===== config.mk =====
export PLATFORM = sky130hd
export DESIGN_NAME = giem_irq_enable_mask
export DESIGN_NICKNAME = d
export VERILOG_FILES = /design/src/giem_pkg.sv /design/src/giem_irq_enable_mask.sv /design/src/giem_flag_bank.sv
export VERILOG_INCLUDE_DIRS = /design/src
export SDC_FILE = /design/constraint.sdc
export NUM_CORES = 1
export LEC_CHECK = 0
export ABC_AREA = 1
export BUFFER_PORTS_ARGS = -buffer_cell sky130_fd_sc_hd__buf_2
export CAP_MARGIN = 0
export CORE_ASPECT_RATIO = 1.75
export CORE_MARGIN = 3
export CORE_UTILIZATION = 30
export DETAILED_ROUTE_END_ITERATION = 8
export MAX_ROUTING_LAYER = met4
export SKIP_CTS_REPAIR_TIMING = 1
export SLEW_MARGIN = 30
export SYNTH_ARGS = -nofsm -noshare
export SYNTH_HDL_FRONTEND = slang
export SYNTH_HIERARCHICAL = 1
export SYNTH_SLANG_ARGS = --single-unit

===== constraint.sdc =====
create_clock -name aclk -period 1.6 [get_ports aclk]
set_input_delay 0.16 -clock aclk [delete_from_list [all_inputs] [get_ports aclk]]
set_output_delay 0.16 -clock aclk [all_outputs]
set_load 0.01 [all_outputs]

===== src/giem_regs.svh =====
// register map, field masks and reset values of the graphics irq enable mask
//------------------------------------------------------------------------------
// Operation
// - enable bit 15 gates tv sync fault
// - enable bit 14 gates frame flag
// - enable bit 13 gates dma flag
// - enable bit 12 gates command fault flag
// - enable bit 11 gates vertical blank flag
// - enable bit 10 gates command halt flag
// - enable bit 9 gates command pause flag
// - enable bit 7 gates drawing pause point
// - any enabled set flag raises one request
// - request line is active low
// - writing one to clear register clears flag
//------------------------------------------------------------------------------
`ifndef GIEM_REGS_SVH
`define GIEM_REGS_SVH

// word indices; byte address is four times the index
`define GIEM_IDX_FLAGS   6'h03
`define GIEM_IDX_CLEAR   6'h04
`define GIEM_IDX_ENABLE  6'h06
`define GIEM_IDX_PENDING 6'h07

// implemented bit positions: 15 to 9 and 7
`define GIEM_VALID_MASK  16'hFE80
`define GIEM_ENABLE_RST  16'h0000
`define GIEM_FLAGS_RST   16'h0000
`define GIEM_ZERO16      16'h0000
`define GIEM_ZERO32      32'h0000_0000

// word index field of a byte address
`define GIEM_IDX_MSB     7
`define GIEM_IDX_LSB     2

`define GIEM_RESP_OKAY   2'h0
`define GIEM_RESP_SLVERR 2'h2

`endif


===== src/giem_pkg.sv =====
// shared types of the graphics irq enable mask
package giem_pkg;

  // one bit per event source, same layout in flags, enables and pending
  typedef struct packed {
    logic       tv_sync_fault;
    logic       frame;
    logic       dma;
    logic       command_fault;
    logic       vertical_blank;
    logic       command_halt;
    logic       command_pause;
    logic       rsvd_hi;
    logic       drawing_pause_point;
    logic [6:0] rsvd_lo;
  } giem_flags_t;

  // write data beat held until the address arrives
  typedef struct packed {
    logic [31:0] data;
    logic [3:0]  strb;
  } giem_wbeat_t;

  // read answer: data and response
  typedef struct packed {
    logic [31:0] data;
    logic [1:0]  resp;
  } giem_answer_t;

endpackage


===== src/giem_irq_enable_mask.sv =====
// interrupt enable mask with event flags and an axi4-lite register slave
`include "giem_regs.svh"

module giem_irq_enable_mask #(
  parameter int ADDR_W = 8
) (
  input  wire logic                 aclk,
  input  wire logic                 aresetn,
  input  wire giem_pkg::giem_flags_t event_set,
  output giem_pkg::giem_flags_t     event_flags,
  output logic                      host_irq_request_n,
  input  wire logic [ADDR_W-1:0]    s_axi_awaddr,
  input  wire logic [2:0]           s_axi_awprot,
  input  wire logic                 s_axi_awvalid,
  output logic                      s_axi_awready,
  input  wire logic [31:0]          s_axi_wdata,
  input  wire logic [3:0]           s_axi_wstrb,
  input  wire logic                 s_axi_wvalid,
  output logic                      s_axi_wready,
  output logic [1:0]                s_axi_bresp,
  output logic                      s_axi_bvalid,
  input  wire logic                 s_axi_bready,
  input  wire logic [ADDR_W-1:0]    s_axi_araddr,
  input  wire logic [2:0]           s_axi_arprot,
  input  wire logic                 s_axi_arvalid,
  output logic                      s_axi_arready,
  output logic [31:0]               s_axi_rdata,
  output logic [1:0]                s_axi_rresp,
  output logic                      s_axi_rvalid,
  input  wire logic                 s_axi_rready
);

  //----------------------------------------------------------------------------
  // helpers
  //----------------------------------------------------------------------------

  // word index of a byte address
  function automatic logic [5:0] word_idx(input logic [ADDR_W-1:0] a);
    return a[`GIEM_IDX_MSB:`GIEM_IDX_LSB];
  endfunction

  // address lies in the block's window and names a register
  function automatic logic is_mapped(input logic [ADDR_W-1:0] a);
    logic [5:0] idx;
    logic       in_win;
    idx    = word_idx(a);
    in_win = (a >> (`GIEM_IDX_MSB + 1)) == '0;
    return in_win && (idx == `GIEM_IDX_FLAGS || idx == `GIEM_IDX_CLEAR ||
                      idx == `GIEM_IDX_ENABLE || idx == `GIEM_IDX_PENDING);
  endfunction

  // bit mask of the two low byte lanes
  function automatic logic [15:0] lane_mask(input logic [3:0] strb);
    return {{8{strb[1]}}, {8{strb[0]}}};
  endfunction

  //----------------------------------------------------------------------------
  // state
  //----------------------------------------------------------------------------

  logic                  aw_held;
  logic [ADDR_W-1:0]     aw_addr;
  logic                  w_held;
  giem_pkg::giem_wbeat_t w_beat;
  logic                  bvalid;
  logic [1:0]            bresp;
  giem_pkg::giem_answer_t rd_ans;
  logic                  rvalid;
  giem_pkg::giem_flags_t enable;
  giem_pkg::giem_flags_t flags;

  //----------------------------------------------------------------------------
  // write channel decode
  //----------------------------------------------------------------------------

  logic                  aw_take;
  logic                  w_take;
  logic                  do_write;
  logic [5:0]            wr_idx;
  logic                  wr_mapped;
  logic [15:0]           wr_lanes;
  logic [15:0]           wr_bits;
  logic                  wr_enable;
  logic                  wr_clear;
  logic                  wr_flags;
  logic [15:0]           clear_bits;
  giem_pkg::giem_flags_t next_enable;
  logic [1:0]            next_bresp;

  assign s_axi_awready = !aw_held;
  assign s_axi_wready  = !w_held;
  assign aw_take       = s_axi_awvalid && s_axi_awready;
  assign w_take        = s_axi_wvalid && s_axi_wready;

  // both halves of the write are in and the last answer is gone
  assign do_write  = aw_held && w_held && !bvalid;
  assign wr_idx    = word_idx(aw_addr);
  assign wr_mapped = is_mapped(aw_addr);
  assign wr_lanes  = lane_mask(w_beat.strb);
  assign wr_bits   = w_beat.data[15:0] & wr_lanes;

  assign wr_enable = do_write && wr_mapped && wr_idx == `GIEM_IDX_ENABLE;
  assign wr_clear  = do_write && wr_mapped && wr_idx == `GIEM_IDX_CLEAR;
  assign wr_flags  = do_write && wr_mapped && wr_idx == `GIEM_IDX_FLAGS;

  // ones written to the clear register, or back to the flags, drop flags
  assign clear_bits = (wr_clear || wr_flags) ? wr_bits & `GIEM_VALID_MASK
                                             : `GIEM_ZERO16;

  // byte lanes merge; reserved positions never store
  assign next_enable = wr_enable
    ? giem_pkg::giem_flags_t'(((enable & ~wr_lanes) | wr_bits) & `GIEM_VALID_MASK)
    : enable;

  assign next_bresp = wr_mapped ? `GIEM_RESP_OKAY : `GIEM_RESP_SLVERR;

  //----------------------------------------------------------------------------
  // write channel registers
  //----------------------------------------------------------------------------

  always_ff @(posedge aclk) begin
    if (!aresetn) begin
      aw_held <= 1'b0;
      aw_addr <= '0;
    end else if (aw_take) begin
      aw_held <= 1'b1;
      aw_addr <= s_axi_awaddr;
    end else if (do_write) begin
      aw_held <= 1'b0;
    end
  end

  always_ff @(posedge aclk) begin
    if (!aresetn) begin
      w_held <= 1'b0;
      w_beat <= '0;
    end else if (w_take) begin
      w_held <= 1'b1;
      w_beat <= '{data: s_axi_wdata, strb: s_axi_wstrb};
    end else if (do_write) begin
      w_held <= 1'b0;
    end
  end

  always_ff @(posedge aclk) begin
    if (!aresetn) begin
      bvalid <= 1'b0;
      bresp  <= `GIEM_RESP_OKAY;
    end else if (do_write) begin
      bvalid <= 1'b1;
      bresp  <= next_bresp;
    end else if (s_axi_bready) begin
      bvalid <= 1'b0;
    end
  end

  assign s_axi_bvalid = bvalid;
  assign s_axi_bresp  = bresp;

  //----------------------------------------------------------------------------
  // enable mask register
  //----------------------------------------------------------------------------

  // all sources disabled until software enables them
  always_ff @(posedge aclk) begin
    if (!aresetn) begin
      enable <= giem_pkg::giem_flags_t'(`GIEM_ENABLE_RST);
    end else begin
      enable <= next_enable;
    end
  end

  //----------------------------------------------------------------------------
  // event flags
  //----------------------------------------------------------------------------

  logic [15:0] flag_bits;

  giem_flag_bank #(
    .W     (16),
    .VALID (`GIEM_VALID_MASK),
    .RST   (`GIEM_FLAGS_RST)
  ) u_flags (
    .aclk    (aclk),
    .aresetn (aresetn),
    .set     (event_set),
    .clr     (clear_bits),
    .flags   (flag_bits)
  );

  assign flags       = giem_pkg::giem_flags_t'(flag_bits);
  assign event_flags = flags;

  //----------------------------------------------------------------------------
  // request gating
  //----------------------------------------------------------------------------

  giem_pkg::giem_flags_t src_req;
  logic                  any_req;

  assign src_req.tv_sync_fault       = flags.tv_sync_fault & enable.tv_sync_fault;
  assign src_req.frame               = flags.frame & enable.frame;
  assign src_req.dma                 = flags.dma & enable.dma;
  assign src_req.command_fault       = flags.command_fault & enable.command_fault;
  assign src_req.vertical_blank      = flags.vertical_blank & enable.vertical_blank;
  assign src_req.command_halt        = flags.command_halt & enable.command_halt;
  assign src_req.command_pause       = flags.command_pause & enable.command_pause;
  assign src_req.rsvd_hi             = 1'b0;
  assign src_req.drawing_pause_point = flags.drawing_pause_point
                                     & enable.drawing_pause_point;
  assign src_req.rsvd_lo             = 7'h00;

  // one line for all sources, straight from the two registers
  assign any_req            = |src_req;
  assign host_irq_request_n = !any_req;

  //----------------------------------------------------------------------------
  // read channel
  //----------------------------------------------------------------------------

  logic                   ar_take;
  logic [5:0]             rd_idx;
  logic                   rd_mapped;
  logic [15:0]            rd_word;
  giem_pkg::giem_answer_t next_rd_ans;

  assign s_axi_arready = !rvalid;
  assign ar_take       = s_axi_arvalid && s_axi_arready;
  assign rd_idx        = word_idx(s_axi_araddr);
  assign rd_mapped     = is_mapped(s_axi_araddr);

  // clear register always reads zero; reserved bits are never stored
  assign rd_word =
    !rd_mapped                    ? `GIEM_ZERO16 :
    rd_idx == `GIEM_IDX_FLAGS     ? flags :
    rd_idx == `GIEM_IDX_ENABLE    ? enable :
    rd_idx == `GIEM_IDX_PENDING   ? src_req :
                                    `GIEM_ZERO16;

  assign next_rd_ans.data = {`GIEM_ZERO16, rd_word};
  assign next_rd_ans.resp = rd_mapped ? `GIEM_RESP_OKAY : `GIEM_RESP_SLVERR;

  always_ff @(posedge aclk) begin
    if (!aresetn) begin
      rvalid <= 1'b0;
      rd_ans <= '{data: `GIEM_ZERO32, resp: `GIEM_RESP_OKAY};
    end else if (ar_take) begin
      rvalid <= 1'b1;
      rd_ans <= next_rd_ans;
    end else if (s_axi_rready) begin
      rvalid <= 1'b0;
    end
  end

  assign s_axi_rvalid = rvalid;
  assign s_axi_rdata  = rd_ans.data;
  assign s_axi_rresp  = rd_ans.resp;

endmodule


===== src/giem_flag_bank.sv =====
// sticky event flag bank with set-over-clear priority
module giem_flag_bank #(
  parameter int           W     = 16,
  parameter logic [W-1:0] VALID = '1,
  parameter logic [W-1:0] RST   = '0
) (
  input  wire logic         aclk,
  input  wire logic         aresetn,
  input  wire logic [W-1:0] set,
  input  wire logic [W-1:0] clr,
  output logic      [W-1:0] flags
);

  logic [W-1:0] next_flags;

  // an event in the same cycle as its clear is kept
  assign next_flags = ((flags & ~clr) | set) & VALID;

  always_ff @(posedge aclk) begin
    if (!aresetn) begin
      flags <= RST;
    end else begin
      flags <= next_flags;
    end
  end

endmodule


==> summary.txt, run 1 <==
Crit path arrival time: 1.59 ns
Yosys cell types: 26
first-pass GRT wire length: 10700 um
Worst setup EP type: flop
Synth Area in Compound Gates: 12.0%
Fillers: 971
antenna cells: 0
post-DR vias/cell: 4.27
Crit path largest cell delay: 0.32 ns
Final ANT Viol Nets: 0
peak fanout along the critical path: 8
Min-Delay Path Class: primary input to flop
WP data required: 1.78 ns
VDD IR max: 0.401 mV
Synth Area in Adders: 0%
Cells after Synth: 386
final critical-path required period: 1.41 ns
final hold vios: 0
Reg clk slew, reported paths: 0.07 ns
area leader, netlist: dfxtp_1
Area contributors post-synth: dfxtp_1 40%, buf_4 7.7%, inv_1 7.3%, nor2_1 7.3%, nand2_1 6.6%
CTS tree: yes
Syn-to-layout area delta: 19.4%
setup ws final: 0.193 ns
critical path type: flop to flop
vias in the first global route: 2375
RSZ-0062 raised after global routing: no
Remaining DRCs: 0
die area: 0.0103 mm^2
CP startpoint kind: flop
worst skew pair latency: 0.30 ns
share of the synthesized area in the top cell type: 39.7%
Seq/Total Area, Yosys: 39.7%
Slowest cell on crit path: dfxtp_1
Fmax: 0.711 GHz
Final HPWL DP: 5120 um
port bufs: 68
synthesized area: 0.00273 mm^2
Num CTS Buffers: 5
core area: 0.00878 mm^2
clk_skew: 0.00782 ns
Slew Limit Headroom: 64.6%
layout cells sized above 1: 24.7%
Die H: 132 um
Max-Cap Viols: 0
Seq cells post-synth: 54
IO Count: 139
Cell Pwr Density: 949 mW/mm^2
overall via count from detail_route: 2438
Place WS: 0.186 ns
Max Slew Vio Count: 0
CTS max path bufs: 2
htree depth: 2
worst slew pin tran: 0.528 ns
Leak: 1.56 nW
ys flop type: dfxtp_1
multiplexer share of the synthesized area: 0%
Avg Inst Size Synth: 7.06 um^2
WL final: 6360 um
main combinational cell family by area after synthesis: simple AND/OR/NAND/NOR gates
Pwr Total: 3.09 mW
Setup violations, final: 0
floorplan row count: 45
TNS Setup: 0 ns
Nets: 534
post-route insts no fill: 571
GPL Wtd Cong: 0.750
crit share post-route: 87.9%
Chip Width: 78.1 um
gr usage total: 13.2%
DR pass1 iterations: 4
clk root buf: clkbuf_16
clk sink count: 54
pin count of the biggest net entering global routing: 22
wire per inst: 11.1 um
Congestion Overflow GR: 0
outcome: finished clean
initial antenna violation count: 0
Post-synth EDFFs: 0
Synth Area in XOR/XNOR: 0%
placed instance count: 563
simple-gate share of the synthesized area: 30.3%
Post-synth ARST share: 0%
drt first-iter violations: 108
warnings from Yosys: 6
CP cell instances: nor2_2, nand3_2, o21ai_1, nand2_2, nor3_2, inv_1, nand2_1, a21oi_1
Initial Util: 31.0%
-- logic make-up after synthesis --
group,after synthesis
AO/OA/AOI/OAI,65
flip-flops,54
buffers and inverters,100
AND/OR/NAND/NOR,165
other,2
-- final timing paths --
path,startpoint,endpoint,slack (ns),depth (start not counted)
worst max register to register,aw_addr[6],u_flags/flags[13],0.19,8
worst min register to register,s_axi_rdata[14],s_axi_rdata[14],0.46,2
worst min-delay path,s_axi_awaddr[7],aw_addr[7],0.09,3
worst max-delay path,aw_addr[6],u_flags/flags[13],0.19,8
-- cell usage after synthesis (3+ instances only) --
| cell | instances |
|---|---|
| buf_4 | 28 |
| nor2_2 | 3 |
| inv_2 | 10 |
| a21oi_1 | 35 |
| dfxtp_1 | 54 |
| nor2_4 | 5 |
| clkbuf_1 | 4 |
| nor2_1 | 53 |
| o21ai_0 | 28 |
| inv_1 | 53 |
| buf_2 | 3 |
| nand3_1 | 30 |
| nand2_1 | 48 |
| nand4_1 | 11 |
| nor3_2 | 8 |
-- placed cells by master (no fill, tap or decap) --
master and instances:
nand2_1 48, nand4_2 1, clkbuf_16 5, nor2_4 5
nand4_1 11, nand2_2 1, dfxtp_1 54, o21a_1 1
buf_4 4, a21oi_1 35, o21ai_1 1, o21ai_0 28
nor2_2 3, clkbuf_1 1, nand2_4 1, nor3_4 1
bufinv_16 1, nand3_1 30, nor2_1 53, buf_2 68
clkinvlp_4 1, clkinv_1 1, inv_1 53, nand3_2 2
conb_1 26, or2_2 1, inv_2 10, nor3_2 8
-- cell type report --
type,count,area (um^2),share of cell area [%]
inverters,64,240,7.38
flip-flops and latches,54,1080,33.2
well taps,117,146,4.50
clock buffers,6,129,3.96
multi-input cells,256,1250,38.4
clock inverters,2,37.5,1.15
repair buffers,72,370,11.4
-- power breakdown --
part	switching, mW	internal (mW)	leakage (nW)
Sequential	0.0505	1.42	0.444
Clock	0.485	0.739	0.0771
Combinational	0.264	0.134	1.04
Total	0.800	2.29	1.56
-- routing by layer --
layer  GRT usage, %  up-vias  part of all wire (%)
li1               -     1301                     -
met1           12.9     1063                    40
met2           24.7       69                    54
met3           2.19        5                   4.5
met4           6.32        0                   1.9
met5              -        -                     0
-- worst max-delay path, delay by kind of cell (launching register included) --
kind / cells / cell delay [ns]
AOI/OAI and AO/OA: 2 / 0.21
and+or+nand+nor: 5 / 0.70
DFF: 1 / 0.32
buffers and inverters: 1 / 0.06
-- per-stage QoR --
step                      cell area, um^2  util [%]  hold WS (ns)
after floorplan                      2820         -         0.294
final                                3260      37.1        0.0858
after detailed placement             3090      35.2         0.397
after global placement               3090      35.2         0.388
after global routing                 3260      37.1        0.0983
after CTS                            3260      37.1        0.0843
(Power assumes the default switching activity.)
==> run 2: changes to the inputs <==
ABC_CLOCK_PERIOD_IN_PS = 1600   (was default)
BUFFER_PORTS_ARGS = default   (was -buffer_cell sky130_fd_sc_hd__buf_2)
DONT_BUFFER_PORTS = 1   (was default)
==> summary.txt, run 2 (synthesized netlist as in run 1, its figures left out) <==
Reg clk slew, reported paths: 0.07 ns (about the same)
antenna cells: 0 (unchanged)
IO Count: 139 (unchanged)
final critical-path required period: 1.45 ns (+0.0442 ns)
violated checks: negative hold slack
power share of the combinational group: 9.9% (-3.0 points)
CTS tree: yes
DR pass1 iterations: 4 (unchanged)
CP startpoint kind: flop
Cell Pwr Density: 994 mW/mm^2 (+4.8%)
crit-path leading delay family: simple AND/OR/NAND/NOR gates
critical path type: flop to flop
Min-Delay Path Class: primary input to flop
Setup violations, final: 0 (unchanged)
CTS max path bufs: 2 (unchanged)
first-pass GRT wire length: 10000 um (-6.3%)
Leak: 1.26 nW (-19%)
most frequent cells in the layout: 54 x dfxtp_1, 53 x inv_1, 53 x nor2_1
VDD IR max: 0.469 mV (+17%)
Crit path arrival time: 1.64 ns (+0.05 ns)
worst slew pin tran: 0.566 ns (+0.0380 ns)
clk_skew: 0.00769 ns (-0.000131 ns)
floorplan row count: 45 (unchanged)
Slew Limit Headroom: 62.1% (-2.5 points)
Die H: 132 um (unchanged)
Final HPWL DP: 4950 um (-3.4%)
Flop pwr share: 51.6% (+4.1 points)
Syn-to-layout area delta: 6.56%
Slowest cell on crit path: dfxtp_1
clk root buf: clkbuf_16
CP bufs+invs: 1 (unchanged)
clk sink count: 54 (unchanged)
pin count of the biggest net entering global routing: 39 (+77%)
worst hold path startpoint: aresetn
Nets: 466 (-13%)
WP data required: 1.78 ns (about the same)
overall via count from detail_route: 2226 (-8.7%)
Layout Utilization: 33.1% (-4.0 points)
Hold WS: -0.0195 ns (-0.105 ns)
RSZ-0062 raised after global routing: no
GPL Wtd Cong: 0.758 (+1.1%)
outcome: complete, but fails checks
worst r2r src: aw_addr[6]
Crit path largest cell delay: 0.32 ns (about the same)
commonest non-fill, non-tap cell in the layout: dfxtp_1
post-DR vias/cell: 4.43 (+3.6%)
Max-Cap Viols: 0 (unchanged)
internal power: 2.12 mW (-7.2%)
power share of the clock group: 38.4% (-1.2 points)
initial antenna violation count: 0 (unchanged)
final hold vios: 2 (+2)
Worst setup EP type: flop
crit share post-route: 90.7% (+2.8 points)
Max Slew Vio Count: 0 (unchanged)
R2R setup slack: 0.15 ns (-0.04 ns)
Fillers: 973 (+0.21%)
TNS Setup: 0 ns (unchanged)
Num CTS Buffers: 5 (unchanged)
drt first-iter violations: 123 (+14%)
Final ANT Viol Nets: 0 (unchanged)
Remaining DRCs: 0 (unchanged)
WL final: 6360 um (about the same)
core area: 0.00878 mm^2 (unchanged)
hold path cells: 2 (-1)
R2R Path End: u_flags/flags[15]
die area: 0.0103 mm^2 (unchanged)
htree depth: 2 (unchanged)
worst skew pair latency: 0.29 ns (about the same)
CP cell instances: nor2_2, nand3_2, o21ai_1, nand2_2, nor3_2, inv_1, nand2_1, a21oi_1
Initial Util: 31.0% (unchanged)
Switching Share: 26.5% (+0.58 points)
Chip Width: 78.1 um (unchanged)
Sw Pwr: 0.765 mW (-4.4%)
layout cells sized above 1: 10.9% (-14 points)
Congestion Overflow GR: 0 (unchanged)
vias in the first global route: 2060 (-13%)
Fmax: 0.689 GHz (-3.0%)
peak fanout along the critical path: 8 (unchanged)
R2R depth: 8 (unchanged)
port bufs: 0 (-100%)
gr usage total: 12.6% (-0.62 points)
wire per inst: 12.6 um (+14%)
==> run 2: cell count changes in the layout (fill, tap and decap cells not counted), sizes merged <==
cell	previous run	this run
clkbuf	6	7
buf	72	2
bufinv	1	0
inv	63	64
clkinvlp	1	0
dlygate4sd3	0	2
==> run 2: per-layer routing <==
metal / up-vias / track usage [%] / wire [um]
met2: 72 / 22.5 / 3350
met5: - / - / 0
met3: 12 / 2.80 / 391
met4: 0 / 6.81 / 198
li1: 1172 / - / -
met1: 970 / 12.4 / 2420
==> run 2: how the worst max path moves through the flow <==
stage / from / end / slack (ns) / cells past startpoint
global route: aw_addr[6] / u_flags/flags[14] / 0.007 / 8
floorplan: aw_addr[4] / u_flags/flags[10] / 0.37 / 9
finish: aw_addr[6] / u_flags/flags[15] / 0.15 / 8
global placement: aw_addr[6] / u_flags/flags[13] / 0.19 / 8
CTS: aw_addr[6] / u_flags/flags[15] / 0.13 / 8
detailed placement: aw_addr[6] / u_flags/flags[15] / 0.15 / 8
==> run 2: metrics by stage <==
step	area [um^2]	instances	setup WS (ns)	hold slack (ns)	power, mW
floorplan	2820	410	0.368	0.294	1.80
global placement	2730	493	0.189	0.284	1.79
detailed placement	2730	493	0.152	0.289	1.80
CTS	2890	501	0.132	-0.0265	2.93
global route	2910	503	0.00679	0.000264	3.04
finish	2910	503	0.149	-0.0195	2.89
==> run 2: cell type report <==
cell class / instances / area [um^2] / share of cell area [%]
Clock buffer: 7 / 143 / 4.91
Inverter: 64 / 240 / 8.27
Sequential cell: 54 / 1080 / 37.2
Multi-Input combinational cell: 256 / 1250 / 43.1
Clock inverter: 1 / 8.76 / 0.301
Tap cell: 117 / 146 / 5.04
Timing Repair Buffer: 4 / 35.0 / 1.21
==> run 2: power by group through the flow <==
stage	Sequential (mW)	Clock (mW)	Combinational, mW
CTS	1.49	1.16	0.277
global placement	1.52	0	0.270
global route	1.50	1.21	0.329
finish	1.49	1.11	0.286
detailed placement	1.52	0	0.277
floorplan	1.50	0	0.297
==> run 3: changes to the inputs <==
ABC_CLOCK_PERIOD_IN_PS = 1400   (was 1600)
clock period = 1.4 ns   (was 1.6 ns; I/O delays follow)
==> summary.txt, run 3 (synthesized netlist as in run 1, its figures left out) <==
outcome: complete, but fails checks
violated checks: negative hold slack
gr usage total: 12.7% (+0.047 points)
Hold WS: -0.0380 ns (-0.0184 ns)
antenna cells: 0 (unchanged)
Cell Pwr Density: 1080 mW/mm^2 (+9.1%)
Post-DP Area: 0.00277 mm^2 (+1.4%)
Final ANT Viol Nets: 0 (unchanged)
Nets: 475 (+1.9%)
wire per inst: 12.2 um (-3.7%)
vias in the first global route: 2186 (+6.1%)
Reg clk slew, reported paths: 0.07 ns (about the same)
Slew Limit Headroom: 64.4% (+2.2 points)
DR pass1 iterations: 4 (unchanged)
GPL Wtd Cong: 0.766 (+0.99%)
CP cell instances: nor2_4, nand3_2, o21ai_2, nand2_4, nor3_2, inv_1, nand2_1, a21oi_1
Chip Width: 78.1 um (unchanged)
first-pass GRT wire length: 10100 um (+1.5%)
Worst setup EP type: flop
layout cells sized above 1: 13.2% (+2.3 points)
DR WL met3: 411 um (+5.1%)
clk sink count: 54 (unchanged)
final hold vios: 35 (+33)
post-DR vias/cell: 4.42 (about the same)
critical path type: flop to flop
htree depth: 2 (unchanged)
Num CTS Buffers: 5 (unchanged)
WP data required: 1.58 ns (-0.20 ns)
worst skew pair latency: 0.29 ns (about the same)
peak fanout along the critical path: 8 (unchanged)
Fillers: 976 (+0.31%)
Leak: 1.32 nW (+5.4%)
Min-Delay Path Class: primary input to flop
pin count of the biggest net entering global routing: 39 (unchanged)
Slowest cell on crit path: dfxtp_2
Fmax: 0.746 GHz (+8.3%)
design area: 0.00301 mm^2 (+3.5%)
core area: 0.00878 mm^2 (unchanged)
worst slew pin tran: 0.533 ns (-0.0337 ns)
setup ws final: 0.0602 ns (-0.0885 ns)
CTS tree: yes
final critical-path required period: 1.34 ns (-0.112 ns)
VDD IR max: 0.472 mV (+0.54%)
Metal-1 WL: 2270 um (-6.3%)
routed wl met2: 3440 um (+2.9%)
most frequent cells in the layout: 53 x inv_1, 53 x nor2_1, 52 x dfxtp_1
CP startpoint kind: flop
Place WS: 0.00660 ns (-0.145 ns)
Congestion Overflow GR: 0 (unchanged)
initial antenna violation count: 0 (unchanged)
top routing layer in use: met4
Max-Cap Viols: 0 (unchanged)
port bufs: 0 (unchanged)
Initial Util: 31.0% (unchanged)
WL final: 6230 um (-2.0%)
Final HPWL DP: 5040 um (+1.8%)
TNS Setup: 0 ns (unchanged)
clk root buf: clkbuf_16
IO Count: 139 (unchanged)
Remaining DRCs: 0 (unchanged)
Die H: 132 um (unchanged)
Max Slew Vio Count: 0 (unchanged)
overall via count from detail_route: 2264 (+1.7%)
Crit path largest cell delay: 0.33 ns (about the same)
clk_skew: 0.00792 ns (+0.000225 ns)
die area: 0.0103 mm^2 (unchanged)
drt first-iter violations: 142 (+15%)
crit share post-route: 95.7% (+5.0 points)
Syn-to-layout area delta: 10.3%
floorplan row count: 45 (unchanged)
RSZ-0062 raised after global routing: yes
Crit path arrival time: 1.52 ns (-0.12 ns)
CTS max path bufs: 2 (unchanged)
Pwr Total: 3.26 mW (+13%)
Setup violations, final: 0 (unchanged)
==> run 3: cell count changes in the layout (fill, tap and decap cells not counted), sizes merged <==
cell / delta
clkbuf: -1
clkinv: +2
inv: -1
buf: +6
dlygate4sd3: +3
==> run 3: stage by stage <==
| step | cells | util [%] |
|---|---|---|
| 6_report | 512 | 34.2 |
| 3_5_place_dp | 498 | 31.6 |
| 2_1_floorplan | 410 | - |
| 4_1_cts | 506 | 33.2 |
| 3_3_place_gp | 498 | 31.6 |
| 5_1_grt | 512 | 34.2 |
==> run 3: final timing paths <==
kind / cells past startpoint / slack (ns) / from / to
worst max register to register: 8 / 0.06 / aw_addr[6] / u_flags/flags[13]
worst min-delay path: 2 / -0.04 / aresetn / flop
worst min register to register: 2 / 0.48 / aw_addr[4] / aw_addr[4]
worst max-delay path: 8 / 0.06 / aw_addr[6] / u_flags/flags[13]
==> run 3: layer usage <==
layer  vias to the layer above  track usage [%]
met1                      1002             12.3
li1                       1190                -
met2                        67             23.0
met4                         0             5.84
met5                         -                -
met3                         5             3.21
==> run 3: worst max-delay path: cells and delay by family, from the launching register on <==
kind | cells | cell delay [ns]
AND/OR/NAND/NOR | 5 | 0.58
flip-flops | 1 | 0.33
AO/OA/AOI/OAI | 2 | 0.25
buffers and inverters | 1 | 0.06
==> run 3: final cells by class <==
cell class	count	area (um^2)	area share (%)
Clock buffer	6	129	4.29
Clock inverter	2	13.8	0.458
Inverter	64	240	7.99
Multi-Input combinational cell	256	1280	42.6
Sequential cell	54	1080	36.0
Tap cell	117	146	4.87
Timing Repair Buffer	13	114	3.79
==> run 3: power breakdown <==
| part | internal, mW | total, mW | switching [mW] | leakage (nW) |
|---|---|---|---|---|
| registers | 1.62 | 1.70 | 0.0818 | 0.445 |
| logic | 0.110 | 0.357 | 0.248 | 0.809 |
| clock network | 0.664 | 1.20 | 0.537 | 0.0708 |
